$ cat src/rtl/smbus_arp_pkg.sv
// Shared constants, types and helper functions of the SMBus ARP slave front end
package smbus_arp_pkg;

  // Address resolution defaults
  localparam logic [6:0] ARP_DEFAULT_ADDR = 7'h61;
  localparam logic [6:0] FIXED_ADDR_BASE  = 7'h50;
  localparam logic [2:0] ARP_LEVEL_MIN    = 3'h4;

  // ARP command codes
  localparam logic [7:0] CMD_PREPARE  = 8'h01;
  localparam logic [7:0] CMD_RESET    = 8'h02;
  localparam logic [7:0] CMD_GET_UDID = 8'h03;
  localparam logic [7:0] CMD_ASSIGN   = 8'h04;

  // Identifier fields; version, vendor and device values are arbitrary
  localparam logic [7:0]  UDID_CAPS    = 8'hc1;
  localparam logic [7:0]  UDID_VERSION = 8'h01;
  localparam logic [15:0] UDID_VENDOR  = 16'h0abc;
  localparam logic [15:0] UDID_DEVICE  = 16'h0def;
  localparam logic [15:0] UDID_IFACE   = 16'h0004;
  localparam logic [15:0] UDID_SUBSYS  = 16'h0000;
  localparam logic [7:0]  UDID_COUNT   = 8'h11;

  // Byte positions inside an ARP transfer
  localparam logic [4:0] IDX_COUNT     = 5'h01;
  localparam logic [4:0] IDX_UDID_LAST = 5'h11;
  localparam logic [4:0] IDX_NEW_ADDR  = 5'h12;
  localparam logic [4:0] IDX_PEC       = 5'h13;
  localparam logic [4:0] IDX_MAX       = 5'h1f;

  localparam logic [7:0]  CRC_POLY   = 8'h07;
  localparam logic [15:0] LFSR_SEED  = 16'hace1;
  localparam logic [7:0]  IDLE_BYTE  = 8'hff;

  typedef enum logic [2:0] {ST_IDLE, ST_RX, ST_ACK, ST_TX, ST_MACK, ST_SKIP} link_state_e;

  typedef struct packed {
    logic [1:0]  noise_sync;
    logic [15:0] lfsr;
  } rng_state_s;

  localparam rng_state_s RNG_RESET = '{noise_sync: 2'h0, lfsr: LFSR_SEED};

  typedef struct packed {
    logic [1:0]  scl_sync;
    logic [1:0]  sda_sync;
    logic        scl_prev;
    logic        sda_prev;
    link_state_e state;
    logic [3:0]  bit_count;
    logic [7:0]  rx_shift;
    logic [7:0]  tx_shift;
    logic        sda_oe;
    logic        read_dir;
    logic        arp_target;
    logic        addr_phase;
    logic        in_frame;
    logic        master_ack;
    logic [4:0]  byte_index;
    logic [7:0]  arp_cmd;
    logic        udid_pending;
    logic        udid_mismatch;
    logic [6:0]  new_addr;
    logic [7:0]  crc;
    logic [7:0]  register_pointer;
    logic        block_mode;
    logic        reg_we;
    logic        reg_rd;
    logic [7:0]  reg_wdata;
    logic        strap_done;
    logic        arp_mode;
    logic [2:0]  strap_id_bits;
    logic [15:0] random_id;
    logic [6:0]  slave_addr;
    logic        addr_valid;
    logic        addr_resolved;
  } slave_state_s;

  // CRC-8 with polynomial x^8+x^2+x+1 over one byte, MSB first
  function automatic logic [7:0] crc8(input logic [7:0] crc, input logic [7:0] data);
    logic [7:0] c;
    c = crc ^ data;
    for (int i = 0; i < 8; i++) begin
      c = c[7] ? ((c << 1) ^ CRC_POLY) : (c << 1);
    end
    return c;
  endfunction : crc8

endpackage : smbus_arp_pkg

$ cat src/rtl/udid_random_source.sv
// Free-running LFSR stirred by a noise pin, source of the random identifier part
`timescale 1ns/1ps
module udid_random_source
  import smbus_arp_pkg::*;
(
  input  wire logic        i_clk,
  input  wire logic        i_rst,
  input  wire logic        i_noise,
  output logic [15:0]      o_value
);

  rng_state_s r_reg;
  rng_state_s r_next;
  logic       feedback;

  always_comb begin
    r_next = r_reg;
    r_next.noise_sync = {r_reg.noise_sync[0], i_noise};
    feedback = r_reg.lfsr[15] ^ r_reg.lfsr[13] ^ r_reg.lfsr[12] ^ r_reg.lfsr[10]
             ^ r_reg.noise_sync[1] ^ (r_reg.lfsr == 16'h0000);
    r_next.lfsr = {r_reg.lfsr[14:0], feedback};
  end

  always_ff @(posedge i_clk or posedge i_rst) begin
    if (i_rst) begin
      r_reg <= RNG_RESET;
    end else begin
      r_reg <= r_next;
    end
  end

  assign o_value = r_reg.lfsr;

endmodule : udid_random_source

$ cat src/rtl/smbus_arp_slave.sv
// SMBus 2.0 slave front end with address resolution, identifier and register pointer
// Function
// - Strap level is taken once after power-up; later changes are ignored.
// - Levels 7..4 pick ARP-capable mode with id bits 111..100.
// - Levels 3..0 pick fixed mode at address 0x53..0x50.
// - ARP mode serves Prepare, Assign, Reset and Get UDID general and directed.
// - General commands reach all devices; directed need an assigned address.
// - ARP commands are checked by PEC; ARP replies end with PEC.
// - Identifier is 128 bits sent most significant byte first.
// - Identifier bits 127:120 are capabilities 11000001.
// - Identifier bits 79:64 report interface value 0x0004.
// - Subsystem vendor and device fields read zero.
// - Vendor field: zeros, id bits at 18:16, random value at 15:0.
// - The random part comes from an internal generator.
// - Fixed mode supports ARP but Assign Address keeps the strap address.
// - SDA falling while SCL high is a start; byte shifting begins.
// - First byte is seven address bits MSB first plus direction.
// - Matched device pulls SDA low for the ninth clock; others stay idle.
// - Direction 0 is a master write, 1 a master read.
// - Bytes are nine clocks; SDA changes only while SCL low.
// - SDA rising while SCL high is a stop ending the transaction.
// - First write byte is stored in the register pointer.
// - Pointer MSB 0 is single-byte, 1 is block with read length from I_BLOCK_COUNT.
`timescale 1ns/1ps
module smbus_arp_slave
  import smbus_arp_pkg::*;
(
  input  wire logic        I_CLK,
  input  wire logic        I_RST,
  input  wire logic        I_SCL,
  input  wire logic        I_SDA,
  output logic             O_SDA,
  output logic             O_SDA_OE,
  input  wire logic [2:0]  I_STRAP_LEVEL,
  input  wire logic        I_STRAP_VALID,
  input  wire logic        I_NOISE,
  input  wire logic [7:0]  I_REG_RDATA,
  input  wire logic [7:0]  I_BLOCK_COUNT,
  output logic [6:0]       O_REG_ADDR,
  output logic [7:0]       O_REG_WDATA,
  output logic             O_REG_WE,
  output logic             O_REG_RD,
  output logic             O_ARP_MODE,
  output logic [6:0]       O_SLAVE_ADDR,
  output logic             O_ADDR_VALID,
  output logic             O_STRAP_DONE
);

  slave_state_s r_reg;
  slave_state_s r_next;
  logic [15:0]  rng_value;
  logic         scl_now;
  logic         sda_now;
  logic         scl_rise;
  logic         scl_fall;
  logic         start_det;
  logic         stop_det;
  logic [7:0]   byte_in;
  logic [7:0]   crc_in;
  logic [7:0]   tx_byte;
  logic [127:0] udid;
  logic         ack;
  logic         own_hit;
  logic         arp_hit;

  udid_random_source u_rng (
    .i_clk   (I_CLK),
    .i_rst   (I_RST),
    .i_noise (I_NOISE),
    .o_value (rng_value)
  );

  function automatic logic [127:0] udid_vec(input logic [2:0] id, input logic [15:0] rnd);
    return {UDID_CAPS, UDID_VERSION, UDID_VENDOR, UDID_DEVICE, UDID_IFACE,
            UDID_SUBSYS, UDID_SUBSYS, 13'h0000, id, rnd};
  endfunction : udid_vec

  // Byte k of the identifier, k = 0 being bits 127:120
  function automatic logic [7:0] udid_byte(input logic [127:0] vec, input logic [3:0] k);
    logic [127:0] s;
    s = vec >> {~k, 3'b000};
    return s[7:0];
  endfunction : udid_byte

  assign scl_now   = r_reg.scl_sync[1];
  assign sda_now   = r_reg.sda_sync[1];
  assign scl_rise  = scl_now & ~r_reg.scl_prev;
  assign scl_fall  = ~scl_now & r_reg.scl_prev;
  assign start_det = scl_now & r_reg.scl_prev & r_reg.sda_prev & ~sda_now;
  assign stop_det  = scl_now & r_reg.scl_prev & ~r_reg.sda_prev & sda_now;
  assign byte_in   = r_reg.rx_shift;
  assign crc_in    = crc8(r_reg.crc, byte_in);
  assign udid      = udid_vec(r_reg.strap_id_bits, r_reg.random_id);

  // Next byte to send on a master read
  always_comb begin
    tx_byte = IDLE_BYTE;
    if (r_reg.arp_target) begin
      if (r_reg.byte_index == 5'h00) begin
        tx_byte = UDID_COUNT;
      end else if (r_reg.byte_index <= 5'h10) begin
        tx_byte = udid_byte(udid, 4'(r_reg.byte_index - 5'h01));
      end else if (r_reg.byte_index == IDX_UDID_LAST) begin
        tx_byte = r_reg.addr_valid ? {r_reg.slave_addr, 1'b1} : IDLE_BYTE;
      end else if (r_reg.byte_index == IDX_NEW_ADDR) begin
        tx_byte = r_reg.crc;
      end
    end else if (r_reg.block_mode && r_reg.byte_index == 5'h00) begin
      tx_byte = I_BLOCK_COUNT;
    end else begin
      tx_byte = I_REG_RDATA;
    end
  end

  always_comb begin
    r_next  = r_reg;
    ack     = 1'b0;
    own_hit = 1'b0;
    arp_hit = 1'b0;
    r_next.reg_we   = 1'b0;
    r_next.reg_rd   = 1'b0;
    r_next.scl_sync = {r_reg.scl_sync[0], I_SCL};
    r_next.sda_sync = {r_reg.sda_sync[0], I_SDA};
    r_next.scl_prev = scl_now;
    r_next.sda_prev = sda_now;

    if (!r_reg.strap_done && I_STRAP_VALID) begin
      r_next.strap_done = 1'b1;
      r_next.random_id  = rng_value;
      if (I_STRAP_LEVEL >= ARP_LEVEL_MIN) begin
        r_next.arp_mode      = 1'b1;
        r_next.strap_id_bits = I_STRAP_LEVEL;
        r_next.addr_valid    = 1'b0;
      end else begin
        r_next.arp_mode   = 1'b0;
        r_next.slave_addr = FIXED_ADDR_BASE | {5'h00, I_STRAP_LEVEL[1:0]};
        r_next.addr_valid = 1'b1;
      end
    end

    unique case (r_reg.state)
      ST_IDLE, ST_SKIP: begin
      end
      ST_RX: begin
        if (scl_rise && r_reg.bit_count < 4'h8) begin
          r_next.rx_shift  = {r_reg.rx_shift[6:0], sda_now};
          r_next.bit_count = r_reg.bit_count + 4'h1;
        end else if (scl_fall && r_reg.bit_count == 4'h8) begin
          r_next.crc = crc_in;
          if (r_reg.addr_phase) begin
            own_hit = r_reg.strap_done && r_reg.addr_valid
                      && byte_in[7:1] == r_reg.slave_addr;
            arp_hit = r_reg.strap_done && byte_in[7:1] == ARP_DEFAULT_ADDR;
            r_next.arp_target = arp_hit && !own_hit;
            r_next.read_dir   = byte_in[0];
            r_next.addr_phase = 1'b0;
            r_next.byte_index = 5'h00;
            r_next.in_frame   = 1'b1;
            ack = own_hit || (arp_hit && (!byte_in[0] || r_reg.udid_pending));
          end else if (r_reg.arp_target) begin
            ack = 1'b1;
            r_next.byte_index = (r_reg.byte_index == IDX_MAX) ? IDX_MAX
                                : r_reg.byte_index + 5'h01;
            if (r_reg.byte_index == 5'h00) begin
              r_next.arp_cmd       = byte_in;
              r_next.udid_mismatch = 1'b0;
              r_next.udid_pending  = 1'b0;
              if (byte_in == CMD_GET_UDID) begin
                ack = !r_reg.addr_resolved;
                r_next.udid_pending = !r_reg.addr_resolved;
              end else if (r_reg.addr_valid && byte_in[7:1] == r_reg.slave_addr) begin
                r_next.udid_pending = byte_in[0];
              end else begin
                ack = byte_in == CMD_PREPARE || byte_in == CMD_RESET
                      || byte_in == CMD_ASSIGN;
              end
            end else if (r_reg.arp_cmd == CMD_ASSIGN) begin
              if (r_reg.byte_index == IDX_COUNT) begin
                r_next.udid_mismatch = byte_in != UDID_COUNT;
              end else if (r_reg.byte_index <= IDX_UDID_LAST) begin
                r_next.udid_mismatch = r_reg.udid_mismatch
                  || byte_in != udid_byte(udid, 4'(r_reg.byte_index - 5'h02));
              end else if (r_reg.byte_index == IDX_NEW_ADDR) begin
                r_next.new_addr = byte_in[7:1];
              end else if (r_reg.byte_index == IDX_PEC) begin
                ack = crc_in == 8'h00 && !r_reg.udid_mismatch;
                if (ack) begin
                  r_next.addr_resolved = 1'b1;
                  if (r_reg.arp_mode) begin
                    r_next.slave_addr = r_reg.new_addr;
                    r_next.addr_valid = 1'b1;
                  end
                end
              end else begin
                ack = 1'b0;
              end
            end else if (r_reg.byte_index == IDX_COUNT && !r_reg.udid_pending) begin
              ack = crc_in == 8'h00;
              if (ack) begin
                r_next.addr_resolved = 1'b0;
                if (r_reg.arp_mode && r_reg.arp_cmd != CMD_PREPARE) begin
                  r_next.addr_valid = 1'b0;
                end
              end
            end else begin
              ack = 1'b0;
            end
          end else begin
            ack = 1'b1;
            r_next.byte_index = (r_reg.byte_index == IDX_MAX) ? IDX_MAX
                                : r_reg.byte_index + 5'h01;
            if (r_reg.byte_index == 5'h00) begin
              r_next.register_pointer = byte_in;
              r_next.block_mode       = byte_in[7];
            end else if (!(r_reg.block_mode && r_reg.byte_index == 5'h01)) begin
              r_next.reg_we    = 1'b1;
              r_next.reg_wdata = byte_in;
              if (r_reg.block_mode && r_reg.byte_index > 5'h02) begin
                r_next.register_pointer = {1'b1, r_reg.register_pointer[6:0] + 7'h01};
              end
            end
          end
          r_next.state  = ack ? ST_ACK : ST_SKIP;
          r_next.sda_oe = ack;
        end
      end
      ST_ACK: begin
        if (scl_fall) begin
          r_next.sda_oe    = 1'b0;
          r_next.bit_count = 4'h0;
          r_next.state     = ST_RX;
          if (r_reg.read_dir) begin
            r_next.tx_shift   = tx_byte;
            r_next.sda_oe     = ~tx_byte[7];
            r_next.state      = ST_TX;
            r_next.byte_index = r_reg.byte_index + 5'h01;
            r_next.crc        = crc8(r_reg.crc, tx_byte);
            r_next.reg_rd     = !r_reg.arp_target && !r_reg.block_mode;
          end
        end
      end
      ST_TX: begin
        if (scl_fall) begin
          if (r_reg.bit_count == 4'h7) begin
            r_next.sda_oe = 1'b0;
            r_next.state  = ST_MACK;
          end else begin
            r_next.tx_shift  = {r_reg.tx_shift[6:0], 1'b0};
            r_next.sda_oe    = ~r_reg.tx_shift[6];
            r_next.bit_count = r_reg.bit_count + 4'h1;
          end
        end
      end
      ST_MACK: begin
        if (scl_rise) begin
          r_next.master_ack = ~sda_now;
          if (~sda_now && !r_reg.arp_target && r_reg.block_mode
              && r_reg.byte_index >= 5'h02) begin
            r_next.register_pointer = {1'b1, r_reg.register_pointer[6:0] + 7'h01};
          end
        end else if (scl_fall) begin
          if (r_reg.master_ack) begin
            r_next.tx_shift   = tx_byte;
            r_next.sda_oe     = ~tx_byte[7];
            r_next.bit_count  = 4'h0;
            r_next.state      = ST_TX;
            r_next.byte_index = (r_reg.byte_index == IDX_MAX) ? IDX_MAX
                                : r_reg.byte_index + 5'h01;
            r_next.crc        = crc8(r_reg.crc, tx_byte);
            r_next.reg_rd     = !r_reg.arp_target
                                && !(r_reg.block_mode && r_reg.byte_index == 5'h00);
          end else begin
            r_next.state = ST_SKIP;
          end
        end
      end
    endcase

    if (start_det) begin
      r_next.state      = ST_RX;
      r_next.bit_count  = 4'h0;
      r_next.addr_phase = 1'b1;
      r_next.sda_oe     = 1'b0;
      r_next.reg_rd     = 1'b0;
      if (!r_reg.in_frame) begin
        r_next.crc = 8'h00;
      end
    end else if (stop_det) begin
      r_next.state    = ST_IDLE;
      r_next.sda_oe   = 1'b0;
      r_next.in_frame = 1'b0;
      r_next.reg_rd   = 1'b0;
    end
  end

  always_ff @(posedge I_CLK or posedge I_RST) begin
    if (I_RST) begin
      r_reg <= '0;
    end else begin
      r_reg <= r_next;
    end
  end

  assign O_SDA        = 1'b0;
  assign O_SDA_OE     = r_reg.sda_oe;
  assign O_REG_ADDR   = r_reg.register_pointer[6:0];
  assign O_REG_WDATA  = r_reg.reg_wdata;
  assign O_REG_WE     = r_reg.reg_we;
  assign O_REG_RD     = r_reg.reg_rd;
  assign O_ARP_MODE   = r_reg.arp_mode;
  assign O_SLAVE_ADDR = r_reg.slave_addr;
  assign O_ADDR_VALID = r_reg.addr_valid;
  assign O_STRAP_DONE = r_reg.strap_done;
endmodule : smbus_arp_slave

$ cat config.mk
export PLATFORM = sky130hd
export DESIGN_NAME = smbus_arp_slave
export DESIGN_NICKNAME = d
export VERILOG_FILES = /design/src/rtl/smbus_arp_pkg.sv /design/src/rtl/udid_random_source.sv /design/src/rtl/smbus_arp_slave.sv
export SDC_FILE = /design/constraint.sdc
export NUM_CORES = 1
export LEC_CHECK = 0
export BUFFER_PORTS_ARGS = -buffer_cell sky130_fd_sc_hd__buf_2
export CAP_MARGIN = 10
export CORE_MARGIN = 2
export CORE_UTILIZATION = 30
export DETAILED_ROUTE_END_ITERATION = 10
export PLACE_DENSITY = 0.45
export SYNTH_ARGS = -nofsm -noshare
export SYNTH_HDL_FRONTEND = slang
export SYNTH_SLANG_ARGS = --single-unit
$ cat constraint.sdc
create_clock -name I_CLK -period 5.9 [get_ports I_CLK]
set_input_delay 1.18 -clock I_CLK [delete_from_list [all_inputs] [get_ports I_CLK]]
set_output_delay 1.18 -clock I_CLK [all_outputs]
set_load 0.02 [all_outputs]
==> flow_metrics.tcl, run 1 <==
set metrics [dict create \
    gp_congestion 0.881 \
    async_flop_share_pct 100 \
    cts.sinks 130 \
    htreeDepth 4 \
    netlist_area_um2 8190 \
    grt_max_degree 81 \
    coreArea_um2 26900 \
    place_ws_ns 1.77 \
    area_growth_pct 11.6 \
    synthTopCellsByCount "155 x nand2_1, 122 x dfrtp_1, 65 x o21ai_0" \
    setup_viol 0 \
    grt_pass1_vias 6426 \
    rsz0062_at_grt "false" \
    yosysSeqAreaShare_pct 39.8 \
    dieWidth_um 169 \
    drive_above_1_share_pct 16.2 \
    fin_crit_ns 4.28 \
    drc 0 \
    netlist.area_leader.share_pct 37.3 \
    relSlewSlack_pct 25.7 \
    final.setup.tns_ns 0 \
    power_mw 4.10 \
    worst_pin_slew_ns 1.11 \
    die_h_um 169 \
    grt_antenna_before_repair 1 \
    cts_hold_buf 0 \
    fillers 2830 \
    syn_area_per_cell_um2 8.87 \
    wirelength_mm 25.3 \
    syn_inst 923 \
    cts.path.max_buffers 2 \
    synth_fp_nets 963 \
    final-hold-violation-count 0 \
    cts_tree "yes" \
    cts_buffers 17 \
    drt-initial-drc-count 586 \
    num_rows 60 \
    drv_slew 0 \
    worstSetupPathType "reg2reg" \
    wl_per_cell_um 19.9 \
    hp-class "reg2reg" \
    post-cts-setup-buffers 0 \
    synth.area.top_cells "dfrtp_1 37%, nand2_1 7.1%, xnor2_1 5.1%" \
    synth_flop_cell "dfrtp_1" \
    status "completed" \
    yosysUniqueCellTypes 79 \
    clk-insertion-delay-late_ns 0.43 \
    viasPerCell 5.31 \
    synth_edf_count 0 \
    num-nets-final 960 \
    ant_nets 0 \
    dr.pass1.iters 5 \
    fin_skew_ns 0.00799 \
    io_pins 54 \
    start_util_pct 30.5 \
    grt_pass1_wl_mm 39.4 \
    period_share_pct 72.6 \
    clk_pin_slew_ns 0.06 \
    grt_use_total_pct 18.1 \
    yosysMostFrequentCell "nand2_1" \
    cp_data_arrival_time_ns 4.55 \
    crit_required_ns 6.17 \
    clockRootBuffer "clkbuf_16" \
    port_buffers 52 \
    ys_warn_count 0 \
    start_kind "flop" \
    overflow 0 \
    vias 6760 \
    cp_max_fo 17 \
    maxCapViolCount 0 \
    dp_hpwl_mm 18.3 \
    synth_top_area_cell "dfrtp_1" \
    cts_resized 0 \
    antenna_cells 0 \
    fin_area_um2 9140 \
    end_kind "flop" \
    p_per_area_nw_per_um2 448 \
    die_area_um2 28600 \
    clock.fmax_ghz 0.234 \
    ir_drop_mv 0.144 \
    ys_ff_latch 130 \
    p_leak_nw 3.97 \
    largest_reg_flops 72 \
    placed_cell_area_um2 8540 \
    setup_slack_ns 1.62 \
]
-- critical path, stage by stage, from the launching register on --
cell and delay, ns:
dfrtp_1 0.59, inv_1 0.30, ha_1 0.35, nor4b_4 0.78, nand2_1 0.40, o311a_1 0.38, mux2_2 0.29, nor4_4 0.38
xnor2_2 0.20, xnor3_1 0.25, nand2_1 0.09, a41oi_2 0.10
-- area by class of cell --
class	instances	area, um2	area share [%]
Clock inverter	9	131	1.44
Sequential cell	130	3260	35.7
Multi-Input combinational cell	691	4450	48.7
Inverter	20	80.1	0.877
Tap cell	341	427	4.67
Clock buffer	23	468	5.12
Timing Repair Buffer	60	320	3.51
-- metal layers --
metal	wire, um	share of wire, %	global-route usage (%)	vias to the layer above
met1	13500	53	28.5	3306
li1	-	-	-	3232
met4	423	1.7	5.13	0
met2	10000	40	24.2	193
met5	0	0	0	-
met3	1360	5.4	3.96	29
-- cell families (layout without fill, tap and decap cells) --
group	count (synthesis)	in the layout	share of synthesized area (%)
AOI/OAI and AO/OA	208	208	16.7
xor gates and xnor gates	68	68	8.14
muxes	44	44	5.87
and+or+nand+nor	355	355	21.2
adders and majority gates	15	15	2.29
other	1	1	0.0458
buffers and inverters	102	112	5.87
DFF	130	130	39.8
-- path summary, 6_finish.rpt --
check,cells after the start,endpoint,slack (ns),start
max,11,r_reg[51]$_DFF_PP0_,1.62,r_reg[75]$_DFFE_PP0P_
min,0,r_next[108]$_DFF_PP0_,0.35,r_next[111]$_DFF_PP0_
max reg2reg,11,r_reg[51]$_DFF_PP0_,1.62,r_reg[75]$_DFFE_PP0P_
min reg2reg,0,r_next[108]$_DFF_PP0_,0.35,r_next[111]$_DFF_PP0_
max in group asynchronous,3,O_REG_ADDR[5]$_DFFE_PP0P_,3.86,I_RST
min in group asynchronous,2,O_REG_WDATA[0]$_DFFE_PP0P_,0.86,I_RST
-- placed cells by master, fill, tap and decap left out, types with 7 or more instances in the layout --
master / count
nand2_1: 155
dfrtp_1: 122
o21ai_0: 65
nor2_1: 59
buf_2: 52
xnor2_1: 48
a21oi_1: 40
mux2_2: 32
nand3_1: 28
nor3_1: 19
inv_1: 17
clkbuf_16: 17
nor2b_1: 15
ha_1: 15
xor2_1: 13
a31oi_1: 12
mux2i_1: 12
nand2b_1: 11
and2_1: 11
o31ai_1: 11
a22oi_1: 9
nor4_1: 8
buf_4: 8
dfstp_2: 8
nor3b_1: 7
o221ai_1: 7
nand4_1: 7
-- power by group --
group	switching, mW	internal (mW)	total [mW]
clock network	0.410	0.686	1.10
registers	0.259	1.06	1.32
logic	1.05	0.635	1.68
-- metrics by stage --
step / utilization [%] / hold WS (ns) / cells
finish: 34.0 / 0.346 / 1274
global placement: 31.8 / 0.335 / 1242
floorplan: - / 0.331 / 923
CTS: 34.0 / 0.353 / 1274
detailed placement: 31.8 / 0.340 / 1242
global route: 34.0 / 0.371 / 1274
Note: power is estimated with default switching activity, not from simulation.
==> inputs of run 2 (changes only) <==
==> constraint.sdc (replaced) <==
create_clock -name I_CLK -period 4.5 [get_ports I_CLK]
set_input_delay 0.9 -clock I_CLK [delete_from_list [all_inputs] [get_ports I_CLK]]
set_output_delay 0.9 -clock I_CLK [all_outputs]
set_load 0.02 [all_outputs]
==> run 2 against run 1 <==
Net effect: count of clock-buffer cells in the layout fell by 4; via count increased by 0.72%; sequential share of layout area down 0.72 points; sequential power up 25%; utilization grew 0.70 points; final cell count is 1.4% higher; register-to-register slack lost 0.72 ns; critical path type unchanged.
==> flow_metrics.tcl, run 2 (synthesis results as in run 1) <==
set metrics [dict create \
    setup_viol 0 \
    largest_reg_flops 72 \
    maxCapViolCount 0 \
    drv_slew 0 \
    htreeDepth 4 \
    grt_max_degree 92 \
    die_h_um 169 \
    wirelength_mm 25.3 \
    grt_pass1_vias 6552 \
    coreArea_um2 26900 \
    vias 6809 \
    cp_data_arrival_time_ns 3.87 \
    critical_path.startpoint "r_reg[75]$_DFFE_PP0P_" \
    final.setup.tns_ns 0 \
    drc 0 \
    final-hold-violation-count 0 \
    fin_util_pct 34.7 \
    p_sw_share_pct 40.9 \
    cts.path.max_buffers 2 \
    start_kind "flop" \
    ant_nets 0 \
    dr.pass1.iters 5 \
    status "completed" \
    final_common_cell "nand2_1" \
    overflow 0 \
    relSlewSlack_pct 42.1 \
    area_growth_pct 13.8 \
    p_leak_nw 4.09 \
    port_buffers 52 \
    num-nets-final 978 \
    wl_per_cell_um 19.6 \
    timing.critical_path.buf_inv 1 \
    cts_resized 0 \
    ir_drop_mv 0.224 \
    grt_pass1_wl_mm 40.0 \
    cp.depth 11 \
    start_util_pct 30.5 \
    worstSetupEndpoint "r_reg[51]$_DFF_PP0_" \
    worstSetupPathType "reg2reg" \
    cpPeakStageDelay_ns 0.50 \
    holdWs_ns 0.349 \
    hp-class "reg2reg" \
    pwr-share-clk_pct 28.1 \
    final_cell_mix "155 x nand2_1, 122 x dfrtp_1, 65 x o21ai_0" \
    crit_required_ns 4.77 \
    place_ws_ns 0.926 \
    cts_tree "yes" \
    internal_power_mw 3.27 \
    grt_use_total_pct 18.4 \
    fin_crit_ns 3.60 \
    placed_cells 1260 \
    p_per_area_nw_per_um2 593 \
    r2r_setup_slack_ns 0.90 \
    dp_hpwl_mm 18.4 \
    clk-insertion-delay-late_ns 0.43 \
    switching_power_mw 2.26 \
    post-cts-setup-buffers 0 \
    cts_buffers 17 \
    clockRootBuffer "clkbuf_16" \
    power_mw 5.53 \
    die_area_um2 28600 \
    clk_pin_slew_ns 0.06 \
    path_cells "inv_1, ha_1, or3b_2, nand2_1, o31ai_1, a221oi_1, o22a_1, xnor2_1, xnor3_1, nand2_1, a41oi_2" \
    cts_hold_buf 0 \
    layout.cells.non_filler 1292 \
    rsz0062_at_grt "false" \
    fillers 2781 \
    setup_slack_ns 0.903 \
    p_comb_share_pct 42.0 \
    gp_congestion 0.874 \
    period_share_pct 79.9 \
    num_rows 60 \
    placed_cell_area_um2 8670 \
    dieWidth_um 169 \
    critPathTopFamily "simple AND/OR/NAND/NOR gates" \
    worst_pin_slew_ns 0.868 \
    viasPerCell 5.27 \
    cp_max_fo 13 \
    fin_area_um2 9320 \
    r2r_cells 11 \
    drt-initial-drc-count 671 \
    grt_antenna_before_repair 0 \
    cts.sinks 130 \
    drive_above_1_share_pct 18.1 \
    sequentialPowerShare_pct 29.9 \
    antenna_cells 0 \
    crit_path_frequent_cell "nand2_1" \
    end_kind "flop" \
    min_from "r_next[111]$_DFF_PP0_" \
    fin_skew_ns 0.0112 \
    io_pins 54 \
    clock.fmax_ghz 0.278 \
    cpMaxStageDelayCell "or3b_2" \
    reg2reg_from "r_reg[75]$_DFFE_PP0P_" \
    r2r_end "r_reg[51]$_DFF_PP0_" \
]
-- run 2: power groups by stage --
stage	Combinational [mW]	Sequential [mW]	Clock [mW]
2_1_floorplan	1.82	1.53	0
3_3_place_gp	2.31	1.67	0
3_5_place_dp	2.30	1.67	0
4_1_cts	2.31	1.65	1.59
5_1_grt	2.56	1.69	1.65
6_report	2.33	1.65	1.55
-- run 2: cell type report --
type | instances | area, um2 | area share, %
Sequential cell | 130 | 3260 | 35.0
Tap cell | 341 | 427 | 4.58
Inverter | 20 | 80.1 | 0.859
Multi-Input combinational cell | 691 | 4450 | 47.7
Clock buffer | 19 | 443 | 4.75
Timing Repair Buffer | 78 | 455 | 4.89
Clock inverter | 13 | 209 | 2.24
-- run 2: how the worst min path moves through the flow --
stage / endpoint / slack, ns / cells after the start
after global routing: r_next[108]$_DFF_PP0_ / 0.36 / 0
after floorplan: r_next[108]$_DFF_PP0_ / 0.33 / 0
after CTS: r_next[108]$_DFF_PP0_ / 0.35 / 0
final: r_next[108]$_DFF_PP0_ / 0.35 / 0
after global placement: r_next[108]$_DFF_PP0_ / 0.33 / 0
after detailed placement: r_next[108]$_DFF_PP0_ / 0.34 / 0
-- run 2: layer usage --
| metal | part of all wire, % | global-route usage, % |
|---|---|---|
| met1 | 53 | 28.9 |
| met2 | 40 | 24.9 |
| met3 | 5.5 | 3.54 |
| met4 | 1.6 | 5.46 |
| met5 | 0 | 0 |
==> inputs of run 3 (changes only) <==
--- a/config.mk
+++ b/config.mk
@@ -10,7 +10,7 @@
 export CORE_MARGIN = 2
 export CORE_UTILIZATION = 30
 export DETAILED_ROUTE_END_ITERATION = 10
-export PLACE_DENSITY = 0.45
+export PLACE_DENSITY = 0.47
 export SYNTH_ARGS = -nofsm -noshare
 export SYNTH_HDL_FRONTEND = slang
 export SYNTH_SLANG_ARGS = --single-unit
==> constraint.sdc (replaced) <==
create_clock -name I_CLK -period 3.14 [get_ports I_CLK]
set_input_delay 0.628 -clock I_CLK [delete_from_list [all_inputs] [get_ports I_CLK]]
set_output_delay 0.628 -clock I_CLK [all_outputs]
set_load 0.02 [all_outputs]
==> run 3 against run 2 <==
Net effect: sequential power rose by 41%; count of clock-buffer cells in the layout is 2 higher; total power grew 54%; flip-flop and latch count unchanged; first-iteration DRC count down 25%; critical path type unchanged.
==> flow_metrics.tcl, run 3 (synthesis results as in run 1) <==
set metrics [dict create \
    drv_slew 0 \
    p_comb_share_pct 48.8 \
    worst_pin_slew_ns 0.635 \
    fin_skew_ns 0.0165 \
    grt_pass1_vias 6843 \
    fin_crit_ns 3.00 \
    grt_use_total_pct 19.2 \
    port_buffers 52 \
    cts_tree "yes" \
    maxCapViolCount 0 \
    start_util_pct 30.5 \
    clock.fmax_ghz 0.334 \
    relSlewSlack_pct 57.3 \
    pwr-share-clk_pct 24.0 \
    cp_data_arrival_time_ns 3.30 \
    clk_pin_slew_ns 0.07 \
    final-hold-violation-count 0 \
    p_per_area_nw_per_um2 849 \
    grt_antenna_before_repair 0 \
    grt_max_degree 45 \
    dp_hpwl_mm 20.2 \
    overflow 0 \
    internal_power_mw 5.05 \
    fillers 2741 \
    seq_area_um2 3260 \
    fin_util_pct 37.4 \
    switching_power_mw 3.48 \
    largest_reg_flops 72 \
    gp_congestion 0.859 \
    cp_max_fo 9 \
    dr.pass1.iters 5 \
    clk-insertion-delay-late_ns 0.43 \
    placed_cells 1338 \
    cts.path.max_buffers 2 \
    rsz0062_at_grt "true" \
    p_leak_nw 4.50 \
    holdWs_ns 0.223 \
    die_area_um2 28600 \
    setup_viol 0 \
    p_sw_share_pct 40.8 \
    crit_required_ns 3.44 \
    coreArea_um2 26900 \
    final_cell_mix "154 x nand2_1, 122 x dfrtp_1, 104 x buf_4" \
    wirelength_mm 26.9 \
    num-nets-final 1059 \
    drive_above_1_share_pct 26.6 \
    die_h_um 169 \
    num_rows 60 \
    wl_per_cell_um 19.6 \
    clockRootBuffer "clkbuf_16" \
    worstSetupPathType "reg2reg" \
    drc 0 \
    cts_buffers 17 \
    final_common_cell "nand2_1" \
    ant_nets 0 \
    grt_pass1_wl_mm 41.5 \
    end_kind "flop" \
    io_pins 54 \
    drt-initial-drc-count 502 \
    area_growth_pct 22.6 \
    vias 7154 \
    sequentialPowerShare_pct 27.2 \
    start_kind "flop" \
    status "completed" \
    antenna_cells 0 \
    cts.sinks 130 \
    dieWidth_um 169 \
    htreeDepth 4 \
    multi_input_area_um2 4580 \
    viasPerCell 5.21 \
    hp-class "in2async" \
    period_share_pct 95.4 \
    layout.cells.non_filler 1372 \
    ir_drop_mv 0.354 \
]
run 3: cell count changes in the layout (fill, tap and decap cells not counted), sizes merged:
cell / delta
bufinv: -2
inv: -1
buf: +81
clkbuf: +2
run 3: what timing repair did:
item	CTS	global route
gates resized for setup	7	23
pin swaps	2	8
hold buffers	0	0
buffers inserted	1	2
endpoints found under the setup margin	7	11
run 3: per-layer routing:
layer  part of all wire (%)  routed length, um  vias up  GRT usage [%]
met3                    6.0               1610       20           3.66
met2                     42              11300      220           27.9
met1                     51              13600     3492           29.0
met4                    1.3                346        0           4.91
li1                       -                  -     3422              -
met5                      0                  0        -              0
run 3: path summary, 6_finish.rpt:
check | start | endpoint | slack, ns | cells past startpoint
worst max-delay path | r_reg[78]$_DFFE_PP0P_ | r_reg[53]$_DFF_PP0_ | 0.14 | 9
worst min-delay path | I_RST | r_reg[64]$_DFFE_PP0P_ | 0.22 | 2
worst max register to register | r_reg[78]$_DFFE_PP0P_ | r_reg[53]$_DFF_PP0_ | 0.14 | 9
worst min register to register | r_next[111]$_DFF_PP0_ | r_next[108]$_DFF_PP0_ | 0.35 | 0
max in group asynchronous | I_RST | u_rng.o_value[5]$_DFF_PP1_ | 2.14 | 3
min in group I_CLK | I_SCL | r_next[113]$_DFF_PP0_ | 0.31 | 1
run 3: critical path, cell delays in order, from the launching register on:
cell,delay [ns]
dfrtp_1,0.58
or3b_1,0.47
or2_1,0.32
o22ai_1,0.17
o21ai_0,0.14
o22ai_2,0.30
xor2_2,0.23
xnor3_1,0.43
o21ai_1,0.14
a21oi_1,0.07
run 3: power groups by stage:
stage | Combinational [mW] | Sequential (mW) | Clock (mW)
2_1_floorplan | 2.63 | 2.19 | 0
3_3_place_gp | 3.97 | 2.33 | 0
3_5_place_dp | 3.98 | 2.33 | 0
4_1_cts | 4.02 | 2.31 | 2.09
5_1_grt | 4.53 | 2.37 | 2.17
6_report | 4.16 | 2.32 | 2.05
run 3: metrics by stage:
| step | power [mW] | instance area [um2] | setup TNS (ns) | setup slack, ns |
|---|---|---|---|---|
| after global placement | 6.31 | 9300 | -0.549 | -0.171 |
| after global routing | 9.06 | 10000 | -0.0101 | -0.0101 |
| after floorplan | 4.82 | 8210 | 0 | 0.00145 |
| after detailed placement | 6.31 | 9300 | -0.323 | -0.110 |
| after CTS | 8.42 | 9920 | 0 | 0.00792 |
| final | 8.52 | 10000 | 0 | 0.144 |
run 3: final cells by class:
type,count,area share (%)
inverter,20,0.798
tap,341,4.25
sequential,130,32.5
timing repair buffer,159,10.9
clock buffer,21,4.59
multi-input combinational,691,45.7
clock inverter,10,1.33
